[config.mk]
export PLATFORM = sky130hd
export DESIGN_NAME = remote_cmd
export DESIGN_NICKNAME = d
export VERILOG_FILES = /design/src/hdl/cmd_pkg.sv /design/src/hdl/remote_cmd.sv
export VERILOG_INCLUDE_DIRS = /design/src /design/src/hdl
export SDC_FILE = /design/constraint.sdc
export NUM_CORES = 1
export LEC_CHECK = 0
export ABC_AREA = 1
export ABC_CLOCK_PERIOD_IN_PS = 2480
export CAP_MARGIN = 30
export CORE_MARGIN = 3
export CORE_UTILIZATION = 40
export CTS_BUF_LIST = sky130_fd_sc_hd__clkbuf_4
export CTS_CLUSTER_SIZE = 12
export DETAILED_ROUTE_END_ITERATION = 12
export DONT_BUFFER_PORTS = 1
export RECOVER_POWER = 50
export SYNTH_ARGS = -nofsm -noshare
export SYNTH_HDL_FRONTEND = slang
export SYNTH_SLANG_ARGS = --single-unit
export TNS_END_PERCENT = 50
[constraint.sdc]
create_clock -name clk_i -period 2.48 [get_ports clk_i]
set_input_delay 0.372 -clock clk_i [delete_from_list [all_inputs] [get_ports clk_i]]
set_output_delay 0.372 -clock clk_i [all_outputs]
set_load 0.02 [all_outputs]
[src/hdl/cmd_defines.svh]
// constants for the remote command interpreter: offsets, fields, resets
`ifndef CMD_DEFINES_SVH
`define CMD_DEFINES_SVH

// ------------------------------------------------------------------
// register word offsets (byte address = 4 * offset)
// ------------------------------------------------------------------
`define OFF_IFACE 4'h0
`define OFF_KEY 4'h1
`define OFF_LOCK 4'h2
`define OFF_HOLD 4'h3
`define OFF_HOLD_RESET 4'h4
`define OFF_MODE 4'h5
`define OFF_OP_COND 4'h6
`define OFF_OP_MASK 4'h7
`define OFF_OP_LATCH 4'h8
`define OFF_PEAK_CLEAR 4'h9
`define OFF_PROBE 4'hA
`define OFF_RAMP 4'hB
`define OFF_RANGE 4'hC
`define OFF_MEAS 4'hD
`define OFF_FAST 4'hE
`define OFF_MINMAX 4'hF

// ------------------------------------------------------------------
// reset values and the fast count limit
// ------------------------------------------------------------------
`define RST_TERM 2'h0
`define RST_EOI_DIS 1'b0
`define RST_ADDR 5'h04
`define RST_KEY 8'h01
`define RST_RANGE 3'h1
`define RST_MEAS 3'h1
`define RST_SUB 2'h1
`define RST_FAST 17'h0_0001
`define FAST_MAX 17'h1_869F

// ------------------------------------------------------------------
// field limits and codes
// ------------------------------------------------------------------
`define ADDR_MIN 5'h01
`define ADDR_MAX 5'h1E
`define TERM_NONE 2'h3
`define LOCK_MAX 10'h3E7
`define MODE_RMS 3'h2
`define PEAK_PULSE 2'h2

`endif

[src/hdl/cmd_pkg.sv]
// types shared by the remote command interpreter
package cmd_pkg;

    typedef struct packed {
        logic [1:0] term;
        logic eoi_dis;
        logic [4:0] addr;
    } iface_s;

    typedef struct packed {
        logic [2:0] mode;
        logic [1:0] dc_res;
        logic [1:0] rms_band;
        logic [1:0] peak_sub;
        logic [1:0] peak_disp;
    } meas_s;

    typedef enum logic [1:0] {
        IF_LOCAL,
        IF_REMOTE,
        IF_LOCKOUT
    } if_mode_e;

    typedef enum logic {
        BUS_IDLE,
        BUS_ANSWER
    } bus_state_e;

endpackage : cmd_pkg

[src/hdl/remote_cmd.sv]
// remote command interpreter: settings, status and hold logic
`timescale 1ns/1ps
`default_nettype none
`include "cmd_defines.svh"

module remote_cmd #(
    parameter int OP_W = 8
) (
    // clock and reset
    input wire logic clk_i,
    input wire logic rst_n_i,
    // avalon-mm slave
    input wire logic [5:0] address_i,
    input wire logic read_i,
    input wire logic write_i,
    input wire logic [31:0] writedata_i,
    input wire logic [3:0] byteenable_i,
    output logic [31:0] readdata_o,
    output logic waitrequest_o,
    output logic [1:0] response_o,
    // link side
    input wire logic cmd_end_i,
    output logic [1:0] term_sel_o,
    output logic eoi_en_o,
    output logic [4:0] bus_addr_o,
    // front panel
    input wire logic key_valid_i,
    input wire logic [7:0] key_code_i,
    output logic panel_locked_o,
    output logic [1:0] if_mode_o,
    // measurement engine
    input wire logic [31:0] field_i,
    input wire logic [31:0] freq_i,
    input wire logic ramping_i,
    input wire logic [OP_W-1:0] op_cond_i,
    input wire logic [31:0] pos_peak_i,
    input wire logic [31:0] neg_peak_i,
    output logic peak_clear_o,
    output logic field_corr_o,
    output logic temp_corr_o,
    output logic [2:0] range_o,
    output logic [10:0] meas_o,
    output logic [1:0] hold_disp_o,
    output logic [16:0] fast_count_o,
    output logic fast_start_o,
    output logic op_summary_o
);

    // ------------------------------------------------------------------
    // bus decode
    // ------------------------------------------------------------------
    cmd_pkg::bus_state_e state_q;
    logic [3:0] idx;
    logic mapped;
    logic wr_go;
    logic rd_go;
    assign idx = address_i[5:2];
    assign mapped = (address_i[1:0] == 2'h0);
    assign wr_go = write_i && (state_q == cmd_pkg::BUS_IDLE) && mapped;
    assign rd_go = read_i && (state_q == cmd_pkg::BUS_IDLE) && mapped;

    // one wait cycle, then answer: keeps read side effects single-shot
    always_ff @(posedge clk_i or negedge rst_n_i) begin
        if (!rst_n_i) begin
            state_q <= cmd_pkg::BUS_IDLE;
        end else if (state_q == cmd_pkg::BUS_ANSWER) begin
            state_q <= cmd_pkg::BUS_IDLE;
        end else if (read_i || write_i) begin
            state_q <= cmd_pkg::BUS_ANSWER;
        end
    end

    always_ff @(posedge clk_i or negedge rst_n_i) begin
        if (!rst_n_i) begin
            waitrequest_o <= 1'b1;
        end else begin
            waitrequest_o <= !((read_i || write_i)
                && state_q == cmd_pkg::BUS_IDLE);
        end
    end

    // ------------------------------------------------------------------
    // interface settings
    // ------------------------------------------------------------------
    cmd_pkg::iface_s pend_q;
    logic pend_valid_q;
    logic [1:0] w_term;
    logic w_eoi_dis;
    logic [4:0] w_addr;
    logic if_ok;
    assign w_term = writedata_i[1:0];
    assign w_eoi_dis = writedata_i[2];
    assign w_addr = writedata_i[12:8];
    assign if_ok = (w_addr >= `ADDR_MIN) && (w_addr <= `ADDR_MAX)
        && !((w_term == `TERM_NONE) && w_eoi_dis);

    always_ff @(posedge clk_i or negedge rst_n_i) begin
        if (!rst_n_i) begin
            pend_q <= '{`RST_TERM, `RST_EOI_DIS, `RST_ADDR};
            pend_valid_q <= 1'b0;
        end else if (wr_go && idx == `OFF_IFACE && if_ok) begin
            pend_q <= '{w_term, w_eoi_dis, w_addr};
            pend_valid_q <= 1'b1;
        end else if (cmd_end_i) begin
            pend_valid_q <= 1'b0;
        end
    end

    // switch only when the current command has ended
    always_ff @(posedge clk_i or negedge rst_n_i) begin
        if (!rst_n_i) begin
            term_sel_o <= `RST_TERM;
            eoi_en_o <= 1'b1;
            bus_addr_o <= `RST_ADDR;
        end else if (pend_valid_q && cmd_end_i) begin
            term_sel_o <= pend_q.term;
            eoi_en_o <= !pend_q.eoi_dis;
            bus_addr_o <= pend_q.addr;
        end
    end

    // ------------------------------------------------------------------
    // keypad and lock
    // ------------------------------------------------------------------
    logic [7:0] key_q;
    logic [9:0] lock_code_q;
    // new key wins over the clear by a query
    always_ff @(posedge clk_i or negedge rst_n_i) begin
        if (!rst_n_i) begin
            key_q <= `RST_KEY;
        end else if (key_valid_i) begin
            key_q <= key_code_i;
        end else if (rd_go && idx == `OFF_KEY) begin
            key_q <= 8'h00;
        end
    end

    always_ff @(posedge clk_i or negedge rst_n_i) begin
        if (!rst_n_i) begin
            panel_locked_o <= 1'b0;
            lock_code_q <= 10'h000;
        end else if (wr_go && idx == `OFF_LOCK
            && writedata_i[9:0] <= `LOCK_MAX) begin
            lock_code_q <= writedata_i[9:0];
            panel_locked_o <= writedata_i[16];
        end
    end

    always_ff @(posedge clk_i or negedge rst_n_i) begin
        if (!rst_n_i) begin
            if_mode_o <= cmd_pkg::IF_LOCAL;
        end else if (wr_go && idx == `OFF_MODE
            && writedata_i[1:0] <= cmd_pkg::IF_LOCKOUT) begin
            if_mode_o <= writedata_i[1:0];
        end
    end

    // ------------------------------------------------------------------
    // extreme hold
    // ------------------------------------------------------------------
    logic hold_on_q;
    logic [1:0] hold_cmp_q;
    logic [1:0] hold_disp_q;
    logic [31:0] min_q;
    logic [31:0] max_q;
    logic [31:0] mag;
    logic above;
    logic below;
    assign mag = {1'b0, field_i[30:0]};

    // absolute or signed compare of float words
    always_comb begin
        above = 1'b0;
        below = 1'b0;
        if (hold_cmp_q == 2'h1) begin
            above = mag > {1'b0, max_q[30:0]};
            below = mag < {1'b0, min_q[30:0]};
        end else begin
            above = field_i[31] ? (max_q[31] && field_i[30:0] < max_q[30:0])
                : (max_q[31] || field_i[30:0] > max_q[30:0]);
            below = field_i[31] ? (!min_q[31] || field_i[30:0] > min_q[30:0])
                : (!min_q[31] && field_i[30:0] < min_q[30:0]);
        end
    end

    always_ff @(posedge clk_i or negedge rst_n_i) begin
        if (!rst_n_i) begin
            hold_on_q <= 1'b0;
            hold_cmp_q <= 2'h1;
            hold_disp_q <= 2'h1;
        end else if (wr_go && idx == `OFF_HOLD && writedata_i[9:8] != 2'h0
            && writedata_i[9:8] != 2'h3 && writedata_i[17:16] != 2'h0) begin
            hold_on_q <= writedata_i[0];
            hold_cmp_q <= writedata_i[9:8];
            hold_disp_q <= writedata_i[17:16];
        end
    end

    // zero means the normal line-two choice stands
    always_ff @(posedge clk_i or negedge rst_n_i) begin
        if (!rst_n_i) begin
            hold_disp_o <= 2'h0;
        end else begin
            hold_disp_o <= hold_on_q ? hold_disp_q : 2'h0;
        end
    end

    always_ff @(posedge clk_i or negedge rst_n_i) begin
        if (!rst_n_i) begin
            min_q <= 32'h0000_0000;
            max_q <= 32'h0000_0000;
        end else if (wr_go && idx == `OFF_HOLD_RESET) begin
            min_q <= field_i;
            max_q <= field_i;
        end else if (hold_on_q) begin
            if (above) begin
                max_q <= field_i;
            end
            if (below) begin
                min_q <= field_i;
            end
        end
    end

    // ------------------------------------------------------------------
    // operational status
    // ------------------------------------------------------------------
    logic [OP_W-1:0] op_mask_q;
    logic [OP_W-1:0] op_latch_q;
    logic latch_rd;
    assign latch_rd = rd_go && idx == `OFF_OP_LATCH;

    always_ff @(posedge clk_i or negedge rst_n_i) begin
        if (!rst_n_i) begin
            op_mask_q <= '0;
        end else if (wr_go && idx == `OFF_OP_MASK) begin
            op_mask_q <= writedata_i[OP_W-1:0];
        end
    end

    // clear on read; new detection wins over clear
    always_ff @(posedge clk_i or negedge rst_n_i) begin
        if (!rst_n_i) begin
            op_latch_q <= '0;
        end else begin
            op_latch_q <= (latch_rd ? '0 : op_latch_q) | op_cond_i;
        end
    end

    always_ff @(posedge clk_i or negedge rst_n_i) begin
        if (!rst_n_i) begin
            op_summary_o <= 1'b0;
        end else begin
            op_summary_o <= |(op_latch_q & op_mask_q);
        end
    end

    // ------------------------------------------------------------------
    // measurement settings
    // ------------------------------------------------------------------
    cmd_pkg::meas_s w_meas;
    logic meas_ok;
    assign w_meas = writedata_i[10:0];
    assign meas_ok = w_meas.mode >= 3'h1 && w_meas.mode <= 3'h3
        && w_meas.rms_band != 2'h0 && w_meas.peak_sub != 2'h0
        && w_meas.peak_sub != 2'h3 && w_meas.peak_disp != 2'h0;

    always_ff @(posedge clk_i or negedge rst_n_i) begin
        if (!rst_n_i) begin
            meas_o <= {`RST_MEAS, 2'h3, 2'h1, `RST_SUB, 2'h1};
        end else if (wr_go && idx == `OFF_MEAS && meas_ok) begin
            meas_o <= w_meas;
        end
    end

    always_ff @(posedge clk_i or negedge rst_n_i) begin
        if (!rst_n_i) begin
            peak_clear_o <= 1'b0;
        end else begin
            peak_clear_o <= wr_go && idx == `OFF_PEAK_CLEAR
                && meas_o[3:2] == `PEAK_PULSE;
        end
    end

    always_ff @(posedge clk_i or negedge rst_n_i) begin
        if (!rst_n_i) begin
            field_corr_o <= 1'b0;
            temp_corr_o <= 1'b0;
        end else if (wr_go && idx == `OFF_PROBE) begin
            field_corr_o <= writedata_i[0];
            temp_corr_o <= writedata_i[8];
        end
    end

    always_ff @(posedge clk_i or negedge rst_n_i) begin
        if (!rst_n_i) begin
            range_o <= `RST_RANGE;
        end else if (wr_go && idx == `OFF_RANGE
            && writedata_i[2:0] >= 3'h1 && writedata_i[2:0] <= 3'h5) begin
            range_o <= writedata_i[2:0];
        end
    end

    // count 1..99999 starts the binary block readout
    always_ff @(posedge clk_i or negedge rst_n_i) begin
        if (!rst_n_i) begin
            fast_count_o <= `RST_FAST;
            fast_start_o <= 1'b0;
        end else begin
            fast_start_o <= 1'b0;
            if (wr_go && idx == `OFF_FAST && writedata_i[16:0] != 17'h0_0000
                && writedata_i[16:0] <= `FAST_MAX
                && writedata_i[31:17] == 15'h0000) begin
                fast_count_o <= writedata_i[16:0];
                fast_start_o <= 1'b1;
            end
        end
    end

    // ------------------------------------------------------------------
    // read mux
    // ------------------------------------------------------------------
    logic [31:0] rd_d;
    // queries return stored settings in command field order
    always_comb begin
        rd_d = 32'h0000_0000;
        case (idx)
            `OFF_IFACE: rd_d = {19'h0_0000, bus_addr_o, 5'h00,
                !eoi_en_o, term_sel_o};
            `OFF_KEY: rd_d = {24'h00_0000, key_q};
            `OFF_LOCK: rd_d = {15'h0000, panel_locked_o, 6'h00, lock_code_q};
            `OFF_HOLD: rd_d = {14'h0000, hold_disp_q, 6'h00, hold_cmp_q,
                7'h00, hold_on_q};
            `OFF_MODE: rd_d = {30'h0000_0000, if_mode_o};
            `OFF_OP_COND: rd_d = 32'(op_cond_i);
            `OFF_OP_MASK: rd_d = 32'(op_mask_q);
            `OFF_OP_LATCH: rd_d = 32'(op_latch_q);
            `OFF_PROBE: rd_d = {23'h00_0000, temp_corr_o, 7'h00, field_corr_o};
            `OFF_RAMP: rd_d = {31'h0000_0000, ramping_i};
            `OFF_RANGE: rd_d = {29'h0000_0000, range_o};
            // bit 11 flags RMS mode; high half reads zero, frequency is at the hold-reset offset
            `OFF_MEAS: rd_d = {16'h0000, 4'h0,
                meas_o[10:8] == `MODE_RMS, meas_o};
            `OFF_FAST: rd_d = {15'h0000, fast_count_o};
            `OFF_MINMAX: rd_d = address_i[0] ? max_q : min_q;
            `OFF_PEAK_CLEAR: rd_d = pos_peak_i ^ neg_peak_i;
            `OFF_HOLD_RESET: rd_d = (meas_o[10:8] == `MODE_RMS) ? freq_i
                : 32'h0000_0000;
            default: rd_d = 32'h0000_0000;
        endcase
    end

    always_ff @(posedge clk_i or negedge rst_n_i) begin
        if (!rst_n_i) begin
            readdata_o <= 32'h0000_0000;
            response_o <= 2'h0;
        end else if ((read_i || write_i) && state_q == cmd_pkg::BUS_IDLE) begin
            readdata_o <= (read_i && mapped) ? rd_d : 32'h0000_0000;
            // unaligned address answers slave error
            response_o <= mapped ? 2'h0 : 2'h2;
        end
    end

endmodule : remote_cmd
`default_nettype wire

Word-level counts from Yosys, hierarchy flattened:

Index checks and enable logic that the tools add are counted.

* bits of input ports: 193
* word-level logic and storage cells: 163
* flip-flop bits (word level): 197
* bits in latches: 0
* memory bits (read-only): 0
* memories kept: 0
* RAM bits: 0

* add/subtract/negate cells: 0
* shift-type cells: 0
* multiplexer cells: 24
* multipliers: 0
* magnitude comparators: 15
* bitwise operators: 4
* reduce and logical (&&, ||, !) cells: 68
* equal/unequal tests: 21
* div/mod/pow operators: 0

Operators with widths (number)
* one-hot mux 32 bit (16 select lines): 1
* two-way mux 32 bit: 9
* greater-than comparator 31 bit: 3
* < comparator 31 bit: 3
* logical AND 1 bit: 43
* == test 4 bit, second input constant: 8
* bitwise XOR 32 bit: 1
* two-way mux 8 bit: 3
* nonzero test 2 bit: 10
* <= comparator 17 bit, second input constant: 1
* nonzero test 17 bit: 1
* == test 4 x 3 -> 1 bit, second input constant: 4
* logical NOT 15 bit: 1
* <= comparator 10 bit, second input constant: 1
* two-way mux 1 bit: 9
* AND 8 bit: 1
* == test 4 x 2 -> 1 bit, second input constant: 2
* bitwise OR 8 bit: 1
* OR reduction 8 bit: 1
* greater-or-equal comparator 3 x 1 -> 1 bit, second input constant: 2
* greater-or-equal comparator 5 x 1 -> 1 bit, second input constant: 1
* <= comparator 5 bit, second input constant: 1
* logical NOT 1 bit: 5
* == test 2 bit, second input constant: 2
* other kinds (13): 18

Logic depth before layout (Yosys ltp):

* depth in word-level cells: 8
* mapped depth: 18

Least setup slack after synthesis:

No wires, ideal clock.

* path type: reg2reg
* start point: register max_q[14]
* end point: register max_q[10]
* cell stages (with the launch flop): 17
* period minus slack after synthesis: 1.846 ns
* path slack: 0.634 ns
* arrival: 1.729 ns
* required time: 2.363 ns
* cell sequence: dfrtp_1 > inv_1 > ha_1 > nand2_1 > nor2_1 > inv_1 > nor2_1 > nand2_1 > nand2_1 > nand2_1 > nand2_1 > a21oi_1 > nand2_1 > nand2_2 > buf_4 > nand2_1 > nand2_1

* longest elaborated chain between the ends: 6
* elaborated cells on any way between the ends: 9
* those cells by class: 3 x order compare; 2 x mux; 4 x reduce/logical

RTL lines
* start: declaration: RTL line remote_cmd.sv:165 `logic [31:0] max_q;`
* start signal: assignment: RTL line remote_cmd.sv:214 `max_q <= field_i;`
* start signal: assignment: RTL line remote_cmd.sv:217 `max_q <= field_i;`
* greater-than comparator 31 bit or < comparator 31 bit (tied branches): RTL line remote_cmd.sv:176, remote_cmd.sv:180, remote_cmd.sv:179
* logical OR 1 bit or logical AND 1 bit (tied branches): RTL line remote_cmd.sv:180, remote_cmd.sv:179
* two-way mux 1 bit: RTL line remote_cmd.sv:179 `above = field_i[31] ? (max_q[31] && field_i[30:0] < max_q[30:0])`
* two-way mux 1 bit *: RTL line remote_cmd.sv:175 `if (hold_cmp_q == 2'h1) begin`
* nonzero test 2 bit (no source line) *
* AND reduction 2 bit (no source line) *

Mark *: on every way between the ends. The rest lies on a longest branch, timed or not.
A chain may end at the register's enable or synchronous reset.

Final worst setup path:

* start point: register max_q[14]
* end point: register max_q[31]

The elaborated chain is that of the path after synthesis.

==> results by group <==
Placement
  – Final GP Congestion: 0.938
  – Port buffer count: 0
  – Inst Count DP: 1793
  – Dpl hpwl: 28100 microns

Layout
  – Multi-input logic area: 0.00538 sq mm
  – Proportion of layout cells with a drive suffix above 1: 7.09%
  – Fillcell total: 2707
  – Area grow syn2layout: 15.1%
  – Util after Layout: 47.4%
  – Register area: 0.00492 sq mm
  – Nets@finish: ~1800
  – Post-Layout Cell Count: ~1900

Synthesis
  – Top-area cell type share of the netlist area: 40.4%
  – Syn Std Cell Area: between 0.01 and 0.015 sq mm
  – Leading area contributor after synthesis: dfrtp_1
  – Syn nets: 1696
  – Syn. warnings: 0
  – Sequential element share of the synthesized area: a little over two fifths
  – Commonest register cell after synthesis: dfrtp_1
  – Mean post-synth cell area: 7.79 sq um
  – Register bit total from synthesis: 196
  – Synth Instances: 1441
  – Synth area leaders: dfrtp_1 (40%), nand2_1 (15%), ha_1 (6.9%)
  – Post-synth EDFFs: 0
  – Async set-reset flop share out of synthesis: 100%
  – Post-synth cell types: 48

Clock tree
  – Clock transition at path regs: 0.19 ns
  – CTS buffer count: 17
  – CTS tree: yes
  – CTS root buf: clkbuf_4
  – Max clock buf depth: 2
  – H-tree levels: 4
  – Clk sinks: roughly 200
  – # hold bufs at CTS: 84
  – Clock Latency Late Sink: 0.61 ns

Routing
  – 1st-iter DRT viols: between 800 and 900
  – Routed WL: 38700 microns
  – Drt drc: 0
  – Pre-antenna DRT Iters: 5
  – Vias post-DR: 10200
  – Via density: around 5.3
  – Routed len/inst: 20.3 microns
  – Post-route ant nets: 0

Power and ir drop
  – Max VDD drop: 370 uV
  – Tot Pwr: 0.00906 W
  – Pwr per Cell Area: 701 mW/mm^2
  – Reg power frac: 47.8%
  – Sw frac: about two fifths
  – Pint: 0.00553 W
  – NetSw: around 0.0035 W
  – LEAKAGE: 6.33 nW
  – Power share of the clock group: 20.2%
  – Comb power frac: 32.0%

Setup path
  – Setup CP Type: flop to flop
  – Crit path launch type: flop
  – Buf/Inv on CP: 3
  – Arrival time worst endpoint: 2.76 ns
  – Cells on worst reg2reg path: 16
  – Crit end category: flop
  – Worst reg2reg endpoint: max_q[31]
  – CP peak stage delay: ~0.42 ns
  – CP max FO: 21
  – Most frequent CP cell: nand2_1
  – Data required, critical path: slightly below 3 ns
  – Critical Path, Cell by Cell: inv_1 > ha_1 > nand2_1 > nor2_1 > inv_1 > nor2_2 > nand2_1 > nand2_1 > nand2_1 > nand2_1 > a21oi_1 > nand2_1 > nand2_4 > buf_12 > nand2_1 > nand2_1
  – Critical Path Start: max_q[14]
  – Flop2flop setup slack: approximately 0.21 ns
  – Critical path's top delay family: simple AND/OR/NAND/NOR gates
  – R2R Path Start: max_q[14]
  – Crit-path slowest cell: dfrtp_1

GRT
  – First-pass GRT wire length: 59900 microns
  – Initial antenna violation count: 1
  – Total track usage: 25.4%
  – Vias in the first global route: 10200
  – Largest net degree at the start of global routing: between 150 and 200
  – Total grt overflow: 0

Floorplanning
  – Height of the die: 174 microns
  – Die X-Extent: 174 microns
  – Core area: 0.0273 sq mm
  – I/O pin count: 277
  – Initial Utilization: 41.2%
  – Rows: 60
  – Die ar.: 0.0301 sq mm

Timing
  – Final hold vios: around 200
  – Max Fclk: between 0.4 and 0.5 GHz
  – Final setup viols: 0
  – Fin crit share: 91.5%
  – Slew Viols, Final: 0
  – Clock skew: ~0.035 ns
  – Setup TNS: 0 ns
  – Tmin final: approximately 2.3 ns
  – RSZ-0062 raised after global routing: false
  – Worst Tran Pin Value: 0.862 ns
  – Hold WS: -0.572 ns
  – Slew headroom: 42.6%

Status
  – Run status: finished, violations left
  – Failing checks: negative hold slack

Run
  – Max Cap Violations: 0

Hold path
  – HP Class: input port to asynchronous set/reset pin
[power by group through the flow]
stage	Clock, W	Combinational [W]	Sequential [W]
global placement	0	0.00268	0.00436
finish	0.00183	0.00290	0.00433
detailed placement	0	0.00275	0.00439
CTS	0.00186	0.00289	0.00433
global route	0.00198	0.00343	0.00442
floorplan	0	0.00213	0.00427
[state kept, by name, summed over array words and instances, names as in the netlist, 3 cells and up]
register and count:
readdata_o 32, key_q 8, lock_code_q 10, op_latch_q 8, pend_q 8, max_q 32
min_q 32, bus_addr_o 5, fast_count_o 17, range_o 3, op_mask_q 8, meas_o 11
[metrics by stage]
stage	worst slack, ns	instance area (sq um)
CTS	0.0869	12900
global placement	0.184	11700
global route	0.00475	12900
finish	0.210	12900
detailed placement	0.139	11800
floorplan	0.634	11200
[metal layers]
metal | vias up | track usage (%) | share of wire, %
met4 | 0 | 5.37 | 1.4
met5 | - | 0 | 0
met1 | 4937 | 32.6 | 42
li1 | 4895 | - | -
met3 | 29 | 5.45 | 7.6
met2 | 349 | 44.3 | 49
[cells in the final DEF, fill, tap and decap left out, types with 3 or more instances in the layout]
cell type        n
dfstp_2         14
a22o_1           3
dlygate4sd3_1   84
clkinv_8         5
a211oi_1         5
nand3_1         93
mux2_2           6
buf_12           5
clkinv_1         4
nor4_1           6
o21ai_0        137
clkbuf_4        17
a21o_1           4
buf_6            3
nor3_1           3
nor2_4           4
a221oi_1        11
dfrtp_1        181
inv_6            5
nand4_1         14
buf_4           25
ha_1            62
xor2_1           3
o22ai_1          7
nor2_1          47
nand2_2          3
o2111ai_1        6
a21oi_1         53
o211ai_1        22
nand2_1        448
o21ai_1         14
xnor2_1         25
a22oi_1          5
inv_1          173
or2_2            3
nor2_2           8
[kinds of logic (layout without fill, tap and decap cells)]
kind of cell,Yosys count,in the layout,synth area share (%)
other cells,1,2,0.0334
simple gates,636,636,23.7
fa+ha+maj,62,62,6.91
flops,196,196,43.9
xor+xnor,28,28,2.19
mux,6,6,0.602
buf+inv,232,329,8.29
compound gates,280,280,14.4
[synthesized netlist by cell type (4+ instances only)]
| cell type | count |
|---|---|
| clkbuf_1 | 26 |
| dfstp_2 | 15 |
| nand2_1 | 449 |
| nand4_1 | 14 |
| dfrtp_1 | 181 |
| xnor2_1 | 25 |
| nor2_1 | 51 |
| nand3_1 | 93 |
| nor4_1 | 6 |
| a221oi_1 | 11 |
| o21ai_1 | 14 |
| mux2_2 | 6 |
| a21o_1 | 4 |
| ha_1 | 62 |
| o211ai_1 | 22 |
| buf_2 | 18 |
| a211oi_1 | 5 |
| a21oi_1 | 54 |
| o21ai_0 | 137 |
| nor2_4 | 4 |
| buf_4 | 8 |
| inv_1 | 171 |
| o22ai_1 | 7 |
| o2111ai_1 | 6 |
| a22oi_1 | 5 |
| inv_2 | 4 |
[what timing repair did]
item	CTS	global route
endpoints found under the setup margin	0	59
endpoints found under the hold margin	320	196
gates resized for setup	0	9
buffers inserted	0	1
[worst max-delay path by stage]
stage / end / slack (ns) / depth (start not counted)
finish: max_q[31] / 0.21 / 16
global route: min_q[10] / 0.005 / 15
CTS: min_q[10] / 0.09 / 15
detailed placement: fast_count_o[2] / 0.14 / 10
global placement: min_q[4] / 0.18 / 15
floorplan: max_q[10] / 0.63 / 16
[cell type report]
type,count,share of cell area [%]
Inverter,178,5.17
Timing Repair Buffer,119,9.06
Sequential cell,196,38.1
Multi-Input combinational cell,1013,41.7
Tap cell,372,3.60
Antenna cell,1,0.0194
Clock inverter,15,1.36
Clock buffer,17,0.988
Power figures use the tool's default switching activity.
